## src/amd_consts.vh

```
// Constants for the addressing mode decoder: mode codes, lengths, field positions.
// Included by amd_decoder.v and by the bench files; definitions only, no logic.
`ifndef AMD_CONSTS_VH
`define AMD_CONSTS_VH

// ----------------------------------------------------------------------
// Address space widths, return stack depth and stack pointer width
// ----------------------------------------------------------------------
`define AMD_PA_W 12
`define AMD_DA_W 8
`define AMD_STK_DEPTH 6
`define AMD_SP_W 3

// ----------------------------------------------------------------------
// Addressing mode codes on mode / mode_out
// ----------------------------------------------------------------------
`define AMD_M_IMM 4'h0
`define AMD_M_DIR 4'h1
`define AMD_M_SDIR 4'h2
`define AMD_M_EXT 4'h3
`define AMD_M_REL 4'h4
`define AMD_M_BDIR 4'h5
`define AMD_M_BTB 4'h6
`define AMD_M_IND 4'h7
`define AMD_M_INH 4'h8

// ----------------------------------------------------------------------
// Instruction lengths in bytes
// ----------------------------------------------------------------------
`define AMD_LEN1 2'h1
`define AMD_LEN2 2'h2
`define AMD_LEN3 2'h3

// ----------------------------------------------------------------------
// Data space addresses and opcode field positions
// ----------------------------------------------------------------------
`define AMD_SCRATCH_BASE 8'h80
`define AMD_PTR0_ADDR 8'h80
`define AMD_PTR1_ADDR 8'h81
`define AMD_SDIR_SEL_HI 3
`define AMD_SDIR_SEL_LO 2
`define AMD_IND_SEL_BIT 4
`define AMD_BIT_HI 7
`define AMD_BIT_LO 5
`define AMD_BTB_COND_BIT 4
`define AMD_REL_COND_HI 7
`define AMD_REL_COND_LO 5
`define AMD_REL_DIR_BIT 4
`define AMD_EXT_HI_HI 3
`define AMD_EXT_HI_LO 0

// ----------------------------------------------------------------------
// Sequencer states, one-hot
// ----------------------------------------------------------------------
`define AMD_S_OP 5'h01
`define AMD_S_B2 5'h02
`define AMD_S_B3 5'h04
`define AMD_S_DEC 5'h08
`define AMD_S_EXEC 5'h10

`endif

```

## src/amd_decoder.v

```verilog
// Operand fetch, addressing mode decode, program counter and return stack.
// Assumes prog_data reflects prog_addr combinationally in the same cycle, and
// that the execution unit pulses exec_done once per issued instruction.
`timescale 1ns/10ps
`include "amd_consts.vh"

module amd_decoder #(
  parameter [11:0] RESET_PC = 12'h000
) (
  input wire clk,
  input wire rst_n,
  output wire [11:0] prog_addr,
  input wire [7:0] prog_data,
  input wire [3:0] mode,
  input wire exec_done,
  input wire cond_true,
  input wire is_call,
  input wire is_ret,
  input wire int_req,
  input wire [11:0] int_vec,
  output wire instr_valid,
  output wire [11:0] instr_addr,
  output wire [1:0] instr_len,
  output wire [3:0] mode_out,
  output wire [7:0] opcode_out,
  output wire [7:0] imm_data,
  output wire [7:0] data_addr,
  output wire data_addr_valid,
  output wire [7:0] ptr_addr,
  output wire ptr_valid,
  output wire [2:0] bit_num,
  output wire [2:0] test_cond,
  output wire [11:0] branch_target,
  output wire [2:0] stk_depth,
  output wire stk_ovf,
  output wire int_ack
);

  // ----------------------------------------------------------------------
  // State
  // ----------------------------------------------------------------------
  reg [4:0] state_q;
  reg [11:0] pc_q;
  reg [11:0] prog_addr_q;
  reg [7:0] op_q;
  reg [7:0] b2_q;
  reg [7:0] b3_q;
  reg [3:0] mode_q;
  reg [1:0] len_q;
  reg valid_q;
  reg [7:0] imm_q;
  reg [7:0] daddr_q;
  reg daddr_v_q;
  reg [7:0] ptr_q;
  reg ptr_v_q;
  reg [2:0] bit_q;
  reg [2:0] cond_q;
  reg [11:0] tgt_q;
  wire [11:0] stk_cell [0:`AMD_STK_DEPTH-1];
  reg [2:0] sp_q;
  reg ovf_q;
  reg ack_q;

  // ----------------------------------------------------------------------
  // Sequencer states
  // ----------------------------------------------------------------------
  // One-hot, so each state test reduces to a single flip-flop
  localparam [4:0] S_OP = `AMD_S_OP;
  localparam [4:0] S_B2 = `AMD_S_B2;
  localparam [4:0] S_B3 = `AMD_S_B3;
  localparam [4:0] S_DEC = `AMD_S_DEC;
  localparam [4:0] S_EXEC = `AMD_S_EXEC;

  // ----------------------------------------------------------------------
  // Length of the incoming opcode, from its mode
  // ----------------------------------------------------------------------
  reg [1:0] len_in;
  always @* begin
    case (mode)
      `AMD_M_IMM: len_in = `AMD_LEN2;
      `AMD_M_DIR: len_in = `AMD_LEN2;
      `AMD_M_EXT: len_in = `AMD_LEN2;
      `AMD_M_BDIR: len_in = `AMD_LEN2;
      `AMD_M_BTB: len_in = `AMD_LEN3;
      `AMD_M_SDIR: len_in = `AMD_LEN1;
      `AMD_M_REL: len_in = `AMD_LEN1;
      `AMD_M_IND: len_in = `AMD_LEN1;
      default: len_in = `AMD_LEN1;
    endcase
  end

  // ----------------------------------------------------------------------
  // Operand decode from the latched bytes
  // ----------------------------------------------------------------------
  wire [3:0] span = op_q[3:0];
  wire [11:0] rel_fwd = pc_q + 12'h001 + {8'h00, span};
  wire [11:0] rel_bwd = pc_q - {8'h00, span};
  wire [11:0] btb_tgt = pc_q + {{4{b3_q[7]}}, b3_q} + 12'h001;
  wire [11:0] ext_tgt = {op_q[`AMD_EXT_HI_HI:`AMD_EXT_HI_LO], b2_q};

  reg [7:0] dec_daddr;
  reg dec_dv;
  reg [7:0] dec_ptr;
  reg dec_pv;
  reg [11:0] dec_tgt;
  reg [2:0] dec_cond;
  always @* begin
    dec_daddr = 8'h00;
    dec_dv = 1'b0;
    dec_ptr = 8'h00;
    dec_pv = 1'b0;
    dec_tgt = pc_q + {10'h000, len_q};
    dec_cond = 3'h0;
    case (mode_q)
      `AMD_M_DIR: begin
        dec_daddr = b2_q;
        dec_dv = 1'b1;
      end
      `AMD_M_SDIR: begin
        // Scratch registers sit in the data space like any other byte
        dec_daddr = `AMD_SCRATCH_BASE |
          {6'h00, op_q[`AMD_SDIR_SEL_HI:`AMD_SDIR_SEL_LO]};
        dec_dv = 1'b1;
      end
      `AMD_M_EXT: dec_tgt = ext_tgt;
      `AMD_M_REL: begin
        dec_cond = op_q[`AMD_REL_COND_HI:`AMD_REL_COND_LO];
        dec_tgt = op_q[`AMD_REL_DIR_BIT] ? rel_bwd : rel_fwd;
      end
      `AMD_M_BDIR: begin
        dec_daddr = b2_q;
        dec_dv = 1'b1;
      end
      `AMD_M_BTB: begin
        dec_daddr = b2_q;
        dec_dv = 1'b1;
        dec_cond = {2'b00, op_q[`AMD_BTB_COND_BIT]};
        dec_tgt = btb_tgt;
      end
      `AMD_M_IND: begin
        dec_ptr = op_q[`AMD_IND_SEL_BIT] ? `AMD_PTR1_ADDR : `AMD_PTR0_ADDR;
        dec_pv = 1'b1;
      end
      default: begin
      end
    endcase
  end

  // ----------------------------------------------------------------------
  // Return stack read port
  // ----------------------------------------------------------------------
  // The pointer steps past the last cell only when the stack is empty, and a
  // pop is refused then, so the wrapped read is never used
  wire [2:0] sp_dec = sp_q - 3'h1;
  wire [11:0] stk_top = stk_cell[sp_dec];

  // ----------------------------------------------------------------------
  // Next program counter at the end of execution
  // ----------------------------------------------------------------------
  wire [11:0] fall_pc = pc_q + {10'h000, len_q};
  wire stk_full = (sp_q == `AMD_STK_DEPTH);
  wire stk_empty = (sp_q == 3'h0);
  wire do_call = (mode_q == `AMD_M_EXT) && is_call;
  wire do_ret = (mode_q == `AMD_M_INH) && is_ret;
  // An interrupt is not taken, nor held, at a boundary where this instruction calls or returns
  wire take_int = int_req && !do_call && !do_ret;

  reg [11:0] next_pc;
  always @* begin
    next_pc = fall_pc;
    case (mode_q)
      `AMD_M_EXT: next_pc = tgt_q;
      `AMD_M_REL: if (cond_true) next_pc = tgt_q;
      `AMD_M_BTB: if (cond_true) next_pc = tgt_q;
      `AMD_M_INH: if (do_ret && !stk_empty) next_pc = stk_top;
      default: next_pc = fall_pc;
    endcase
  end

  // ----------------------------------------------------------------------
  // Fetch and issue sequencer
  // ----------------------------------------------------------------------
  always @(posedge clk or negedge rst_n) begin
    if (!rst_n) begin
      state_q <= S_OP;
      pc_q <= RESET_PC;
      prog_addr_q <= RESET_PC;
      op_q <= 8'h00;
      b2_q <= 8'h00;
      b3_q <= 8'h00;
      mode_q <= `AMD_M_INH;
      len_q <= `AMD_LEN1;
      valid_q <= 1'b0;
      imm_q <= 8'h00;
      daddr_q <= 8'h00;
      daddr_v_q <= 1'b0;
      ptr_q <= 8'h00;
      ptr_v_q <= 1'b0;
      bit_q <= 3'h0;
      cond_q <= 3'h0;
      tgt_q <= 12'h000;
      ack_q <= 1'b0;
    end else begin
      valid_q <= 1'b0;
      ack_q <= 1'b0;
      case (state_q)
        S_OP: begin
          op_q <= prog_data;
          mode_q <= mode;
          len_q <= len_in;
          b2_q <= 8'h00;
          b3_q <= 8'h00;
          if (len_in == `AMD_LEN1) begin
            state_q <= S_DEC;
          end else begin
            prog_addr_q <= pc_q + 12'h001;
            state_q <= S_B2;
          end
        end
        S_B2: begin
          b2_q <= prog_data;
          if (len_q == `AMD_LEN3) begin
            prog_addr_q <= pc_q + 12'h002;
            state_q <= S_B3;
          end else begin
            state_q <= S_DEC;
          end
        end
        S_B3: begin
          b3_q <= prog_data;
          state_q <= S_DEC;
        end
        S_DEC: begin
          valid_q <= 1'b1;
          imm_q <= (mode_q == `AMD_M_IMM) ? b2_q : 8'h00;
          daddr_q <= dec_daddr;
          daddr_v_q <= dec_dv;
          ptr_q <= dec_ptr;
          ptr_v_q <= dec_pv;
          bit_q <= op_q[`AMD_BIT_HI:`AMD_BIT_LO];
          cond_q <= dec_cond;
          tgt_q <= dec_tgt;
          state_q <= S_EXEC;
        end
        S_EXEC: begin
          if (exec_done) begin
            if (take_int) begin
              pc_q <= int_vec;
              prog_addr_q <= int_vec;
              ack_q <= 1'b1;
            end else begin
              pc_q <= next_pc;
              prog_addr_q <= next_pc;
            end
            state_q <= S_OP;
          end
        end
        // A corrupted state code restarts at the opcode fetch
        default: state_q <= S_OP;
      endcase
    end
  end

  // ----------------------------------------------------------------------
  // Return address stack
  // ----------------------------------------------------------------------
  // A push onto a full stack is dropped and flagged, so the oldest return
  // addresses survive; software must avoid nesting deeper than six.
  wire at_end = (state_q == S_EXEC) && exec_done;
  wire push = at_end && (do_call || take_int);
  wire pop = at_end && do_ret && !stk_empty;
  wire [11:0] push_val = do_call ? fall_pc : next_pc;

  always @(posedge clk or negedge rst_n) begin
    if (!rst_n) begin
      sp_q <= 3'h0;
      ovf_q <= 1'b0;
    end else begin
      ovf_q <= push && stk_full;
      if (push && !stk_full) begin
        sp_q <= sp_q + 3'h1;
      end else if (pop) begin
        sp_q <= sp_dec;
      end
    end
  end

  genvar gi;
  generate
    for (gi = 0; gi < `AMD_STK_DEPTH; gi = gi + 1) begin : g_stk
      // Each cell is its own register, so every element has a single driver
      reg [11:0] cell_q;
      always @(posedge clk or negedge rst_n) begin
        if (!rst_n) begin
          cell_q <= 12'h000;
        end else if (push && !stk_full && (sp_q == gi)) begin
          cell_q <= push_val;
        end
      end
      assign stk_cell[gi] = cell_q;
    end
  endgenerate

  // ----------------------------------------------------------------------
  // Outputs
  // ----------------------------------------------------------------------
  assign prog_addr = prog_addr_q;
  assign instr_valid = valid_q;
  assign instr_addr = pc_q;
  assign instr_len = len_q;
  assign mode_out = mode_q;
  assign opcode_out = op_q;
  assign imm_data = imm_q;
  assign data_addr = daddr_q;
  assign data_addr_valid = daddr_v_q;
  assign ptr_addr = ptr_q;
  assign ptr_valid = ptr_v_q;
  assign bit_num = bit_q;
  assign test_cond = cond_q;
  assign branch_target = tgt_q;
  assign stk_depth = sp_q;
  assign stk_ovf = ovf_q;
  assign int_ack = ack_q;

endmodule // amd_decoder
```

## config.mk

```make
export PLATFORM = sky130hd
export DESIGN_NAME = amd_decoder
export DESIGN_NICKNAME = d
export VERILOG_FILES = /design/src/amd_decoder.v
export VERILOG_INCLUDE_DIRS = /design/src /design/src/src
export SDC_FILE = /design/constraint.sdc
export NUM_CORES = 1
export LEC_CHECK = 0
export ABC_AREA = 0
export ABC_CLOCK_PERIOD_IN_PS = 3200
export BUFFER_PORTS_ARGS = -buffer_cell sky130_fd_sc_hd__buf_2
export CAP_MARGIN = 10
export CORE_MARGIN = 2
export CORE_UTILIZATION = 40
export DETAILED_ROUTE_END_ITERATION = 8
export GPL_ROUTABILITY_DRIVEN = 0
export PLACE_DENSITY = 0.7
export SLEW_MARGIN = 20
export SYNTH_ARGS = -nofsm -noshare
export SYNTH_HDL_FRONTEND = slang
export SYNTH_SLANG_ARGS = --single-unit
```

## constraint.sdc

```tcl
create_clock -name clk -period 3.2 [get_ports clk]
set_clock_uncertainty 0.15 [all_clocks]
set_input_delay 0.48 -clock clk [delete_from_list [all_inputs] [get_ports clk]]
set_output_delay 0.48 -clock clk [all_outputs]
set_load 0.01 [all_outputs]
```

# Word-level counts from Yosys, hierarchy flattened
# Memories as Yosys holds them, arrays and structs flattened.
# Cells that the tools add are included.
# W data, S select, Z words.
[word_totals]
register_bits = 181
mem_bits_ro = 16
inputBits = 31
out_inout_bits = 88
elab_cells = 129
memories = 1
[memory_table]
columns = ["memory", "depth", "width", "read_ports", "rd_clocked_by_memory_dff", "wr", "line", "source"]
rows = [
  ["(name not given)", 8, 2, 1, 0, 0, "amd_decoder.v:79", "case (mode)"],
]
[op_classes]
addsub = 9
magnitude_cmp = 1
n_eq_ne = 24
muxes = 34
bitwise_logic = 1
n_reduce_logical = 33
[op_table]
columns = ["cell", "count"]
rows = [
  ["$mux W12", 10],
  ["$pmux W12 S3", 3],
  ["$pmux W8 S2", 3],
  ["$bmux W12 S3", 1],
  ["$pmux W5 S5", 1],
  ["$add A12 B1 Y12 const B", 2],
  ["$logic_and A1 B1 Y1", 17],
  ["$eq A4 B3 Y1 const B", 4],
  ["$mux W8", 2],
  ["$add A12 B12 Y12", 1],
  ["$add A12 B2 Y12", 1],
  ["$add A12 B2 Y12 const B", 1],
  ["$add A12 B4 Y12", 1],
  ["$sub A12 B4 Y12", 1],
  ["$eq A3 B3 Y1 const B", 3],
  ["$eq A4 B2 Y1 const B", 2],
  ["$mux W4", 2],
  ["$mux W1", 7],
  ["$eq A3 B2 Y1 const B", 2],
  ["$mux W3", 2],
  ["$ne A2 B2 Y1 const B", 3],
  ["$pmux W3 S2", 1],
  ["$reduce_bool A2 Y1", 3],
  ["$eq A5 B1 Y1 const B", 1],
  ["25 further kinds", 28],
]

# Depth between registers and ports, before layout
[logic_depth]
depth_word = 10
mapped_depth = 13
ltp_nobuf = 11

# Worst setup path after synthesis
# Ideal clock, no wire load.
[synth_path]
path_type = "reg2reg"
from = "reg sp_q[0], in the netlist stk_depth[0]"
to = "reg g_stk[1].cell_q[4]"
setup_ns = 0.134
arrival_time_ns = 2.876
t_required_ns = 2.916
path_slack_ns = 0.040
stages_incl_launch_ff = 14
n_path_buf = 4
synth_period_minus_slack_ns = 3.160
cell_sequence = "dfrtp_1 > buf_2 > buf_2 > inv_1 > ha_1 > clkbuf_1 > clkbuf_1 > mux4_2 > nand2_1 > a21oi_1 > a21oi_1 > nor2_1 > a21oi_1 > o21ai_1"
[synth_between]
elab_chain_len = 8
elab_cells_between_ends = 16
classes_between = "add/sub (1); eq/ne (2); mux (6); bitwise (1); reduce/logical (6)"
[synth_lines]
columns = ["element", "line", "source"]
rows = [
  ["start, declared", "amd_decoder.v:60", "reg [2:0] sp_q;"],
  ["start signal, assigned", "amd_decoder.v:281", "sp_q <= sp_q + 3'h1;"],
  ["start signal, assigned", "amd_decoder.v:283", "sp_q <= sp_dec;"],
  ["$sub A3 B1 Y3", "amd_decoder.v:154", "wire [2:0] sp_dec = sp_q - 3'h1;"],
  ["$not A3 Y4 (not written as such)", "amd_decoder.v:155", "wire [11:0] stk_top = stk_cell[sp_dec];"],
  ["$bmux W12 S3", "amd_decoder.v:155", ""],
  ["$mux W12 (not written as such) (2 in a row)", "amd_decoder.v:155", ""],
  ["$mux W12", "amd_decoder.v:175", "`AMD_M_INH: if (do_ret && !stk_empty) next_pc = stk_top;"],
  ["$pmux W12 S3", "amd_decoder.v:171", "case (mode_q)"],
  ["$mux W12", "amd_decoder.v:272", "wire [11:0] push_val = do_call ? fall_pc : next_pc;"],
  ["end signal, assigned", "amd_decoder.v:297", "cell_q <= push_val;"],
  ["end, declared", "amd_decoder.v:292", "reg [11:0] cell_q;"],
]
# Parallel ways exist; a longest one is shown, timed or not. The select of a mux whose other input is x is not followed.
# A chain may end at the register's enable or synchronous reset.

# Final worst setup path
[layout_path]
from = "reg pc_q[0], in the netlist instr_addr[0]"
to = "reg g_stk[1].cell_q[8]"
[layout_between]
elab_chain_len = 4
elab_cells_between_ends = 5
classes_between = "add/sub (1); mux (4)"
[layout_lines]
columns = ["element", "line", "source"]
rows = [
  ["start, declared", "amd_decoder.v:43", "reg [11:0] pc_q;"],
  ["start signal, assigned", "amd_decoder.v:248", "pc_q <= int_vec;"],
  ["start signal, assigned", "amd_decoder.v:252", "pc_q <= next_pc;"],
  ["$add A12 B2 Y12 *", "amd_decoder.v:160", "wire [11:0] fall_pc = pc_q + {10'h000, len_q};"],
  ["$mux W12 (on tied branches)", "amd_decoder.v:175, amd_decoder.v:173, amd_decoder.v:174", ""],
  ["$pmux W12 S3", "amd_decoder.v:171", ""],
  ["$mux W12 *", "amd_decoder.v:272", ""],
]
# Mark *: on every way between the ends. The rest lies on a longest branch, timed or not.

==> results.sh <==
export IMPL_run_status="finished clean"
export IMPL_path_buf_inv=0
export IMPL_largest_net_degree_at_the_start_of_global_routing=70
export IMPL_register_clock_pin_slew_on_the_reported_worst_setup_and_hold_paths_ns=0.07
export IMPL_synthMostInstantiatedCell="nand2_1"
export IMPL_synth_edff_count=0
export IMPL_drive_gt1_share_pct=19.6
export IMPL_synth_cell_area_sq_um=10200
export IMPL_rows=58
export IMPL_fin_hold_ws_ns=0.107
export IMPL_critical_path_max_stage_delay_ns=0.49
export IMPL_synth_cell_types=79
export IMPL_numCtsBuffers=17
export IMPL_syn2layout_area_growth_pct=16.9
export IMPL_worst_setup_path_start_kind="flip-flop"
export IMPL_grt_remaining_overflow=0
export IMPL_power_net_switching_w=0.00548
export IMPL_finalWorstPathRequiredPeriod_ns=3.00
export IMPL_tightest_slew_ns=0.721
export IMPL_placement_io_buffers=112
export IMPL_core_sq_um=25100
export IMPL_cell_by_cell_trace_of_the_critical_path="ha_1, fa_1, nand3_1, nor2_1, xnor2_1, o311ai_0, o21ai_1, o21ai_1"
export IMPL_critical_path_top_delay_family="compound AO/OA/AOI/OAI gates"
export IMPL_cts_htree_levels=4
export IMPL_synth_area_leaders="dfrtp_1 42%, nand2_1 7.9%, o21ai_1 3.9%"
export IMPL_drt_first_iter_violations=1066
export IMPL_grt_pass1_wl_mm=50.9
export IMPL_synth_top_area_share_pct=41.9
export IMPL_die_width_microns=164
export IMPL_grt_pass1_vias=9006
export IMPL_power_frac_seq_pct=30.7
export IMPL_rsz0062_at_grt="no"
export IMPL_viasPerCell=5.87
export IMPL_grt_util_all_layers_pct=24.7
export IMPL_top_level_ports=119
export IMPL_synth_cells_most_frequent="214 x nand2_1, 171 x dfrtp_1, 83 x nor2_1"
export IMPL_ys_warn_count=0
export IMPL_dr_total_vias=9519
export IMPL_setup_viol_count_final=0
export IMPL_setup_worst_path_end_class="flip-flop"
export IMPL_drv_cap=0
export IMPL_period_utilization_pct=93.8
export IMPL_seq_area_sq_um=4360
export IMPL_cts_tree="yes"
export IMPL_cp_common_cell="o21ai_1"
export IMPL_tightest_hold_check_type="input port to flip-flop"
export IMPL_combinationalPowerShare_pct=51.5
export IMPL_worstPathRequired_ns=3.36
export IMPL_final_cells=1621
export IMPL_timing_max_slew_rel_slack_pct=51.8
export IMPL_power_density_nw_per_um2=964
export IMPL_p_leak_nw=5.54
export IMPL_drv_slew=0
export IMPL_crit_type="flip-flop to flip-flop"
export IMPL_power_clock_fraction_pct=17.8
export IMPL_worstPathArrival_ns=3.16
export IMPL_timing_hold_violations_final=0
export IMPL_p_int_w=0.00602
export IMPL_reg2reg_setup_slack_ns=0.20
export IMPL_drt_drc_violations_left=0
export IMPL_synth_async_sr_flop_share_pct=100
export IMPL_tns_ns=0
export IMPL_postSynthCellCount=1154
export IMPL_synthFlopType="dfrtp_1"
export IMPL_ctsRootBufferMaster="clkbuf_16"
export IMPL_antenna_violations_before_repair=0
export IMPL_postCtsSetupRepairBufs=0
export IMPL_start_util_pct=40.7
export IMPL_routed_wire_length_per_instance_microns=20.1
export IMPL_clock_insertion_delay_worst_skew_ns=0.44
export IMPL_detailedPlacementHpwl_mm=24.6
export IMPL_tritoncts_num_sinks=174
export IMPL_power_switching_fraction_pct=47.6
export IMPL_synth_sequential_area_ratio_pct=42.7
export IMPL_crit_path_top_delay_cell="dfrtp_2"
export IMPL_total_of_flip_flops_plus_latches_after_synthesis=174
export IMPL_worst_voltage_drop_across_the_vdd_grid_uv=379
export IMPL_final_net_count=1344
export IMPL_postRouteWirelength_mm=32.6
export IMPL_dr_pass1_iters=6
export IMPL_cts_root_to_sink_buffers=2
export IMPL_numPlacedInstances=1588
export IMPL_timing_critical_path_fanout_max=11
export IMPL_max_freq_ghz=0.333
export IMPL_die_height_microns=164
export IMPL_num_fill_cells=2430
export IMPL_syn_mean_instance_area_sq_um=8.85
export IMPL_multiInputGateArea_sq_um=5440
export IMPL_num_antenna_cells=0
export IMPL_synth_top_area_cell="dfrtp_1"
export IMPL_route_antenna_remaining_nets=0
export IMPL_die_area_sq_um=26800
cells by family (layout without fill, tap and decap cells):
| logic type | after synthesis | count (layout) | share of synthesized area [%] |
|---|---|---|---|
| AO/OA/AOI/OAI | 310 | 310 | 18.7 |
| XOR/XNOR | 44 | 44 | 3.85 |
| adder cells (fa/ha/maj) | 35 | 35 | 4.58 |
| buffers and inverters | 101 | 233 | 4.46 |
| flip-flops | 174 | 174 | 42.7 |
| multiplexers | 34 | 34 | 4.89 |
| other | 1 | 6 | 0.0367 |
| AND/OR/NAND/NOR | 455 | 455 | 20.8 |
routing by layer:
layer  part of all wire (%)  track usage, %
met2                     44            37.0
met5                      0               0
met3                    9.3            4.62
met4                    3.0            9.41
met1                     44            35.6
cell usage in the layout, fill, tap and decap left out, types with 8 or more instances in the layout:
master and n:
a21oi_1 63, a221oi_1 13, a22o_1 19, a31oi_1 16
and3_1 10, buf_2 111, buf_4 62, clkbuf_16 17
dfrtp_1 170, ha_1 31, inv_1 24, mux2_2 14
mux4_2 11, nand2_1 214, nand2b_1 9, nand3_1 51
nand3b_1 9, nand4_1 12, nor2_1 83, nor3_1 15
o21a_1 8, o21ai_0 46, o21ai_1 80, o22ai_1 8
or3_1 13, xnor2_1 29, xor2_1 14
area by class of cell:
type / instances / share of cell area, %
inverter: 25 / 0.786
clock buffer: 18 / 3.60
sequential: 174 / 36.5
clock inverter: 14 / 1.22
timing repair buffer: 176 / 8.90
tap: 330 / 3.46
multi-input combinational: 884 / 45.5
power groups by stage:
stage	logic, W	registers (W)	clock network, W
2_1_floorplan	0.00371	0.00336	0
3_3_place_gp	0.00572	0.00353	0
3_5_place_dp	0.00580	0.00353	0
4_1_cts	0.00584	0.00350	0.00207
5_1_grt	0.00642	0.00358	0.00215
6_report	0.00593	0.00353	0.00205
flip-flops by register name, summed over array words and instances (netlist names), 2 cells and up:
register	flops
g_stk.cell_q	72
branch_target	12
instr_addr	12
prog_addr	12
b2_q	8
b3_q	8
data_addr	8
imm_data	8
opcode_out	8
state_q	5
mode_out	4
bit_num	3
stk_depth	3
test_cond	3
instr_len	2
ptr_addr	2
worst min-delay path: cells and delay by family:
family                 cells  cell delay, ns
AND/OR/NAND/NOR            2            0.09
buffers and inverters      1            0.12
worst paths after layout:
kind / from / to / cells past startpoint
hold / removal: mode[3] / mode_out[3]$_DFFE_PN1P_ / 3
hold reg to reg: data_addr[2]$_DFFE_PN0P_ / data_addr[2]$_DFFE_PN0P_ / 2
setup / recovery: instr_addr[0]$_DFFE_PN0P_ / g_stk[1].cell_q[8]$_DFFE_PN0P_ / 8
min in group asynchronous: rst_n / g_stk[2].cell_q[9]$_DFFE_PN0P_ / 2
setup reg to reg: instr_addr[0]$_DFFE_PN0P_ / g_stk[1].cell_q[8]$_DFFE_PN0P_ / 8
max in group asynchronous: rst_n / mode_out[3]$_DFFE_PN1P_ / 3
through the flow:
step	util (%)	total power [W]	setup WS, ns	instance area [sq um]
floorplan	-	0.00707	0.0397	10200
global placement	45.2	0.00925	0.314	11400
detailed placement	45.2	0.00933	0.225	11400
CTS	47.5	0.0114	0.203	11900
global route	47.5	0.0122	0.0457	11900
finish	47.5	0.0115	0.200	11900
what timing repair did:
| item | in CTS | in global routing |
|---|---|---|
| endpoints found under the hold margin | 65 | 0 |
| gates resized for setup | 0 | 1 |
| setup endpoints to repair | 0 | 3 |
| hold buffers | 1 | 0 |
(Power assumes the default switching activity.)
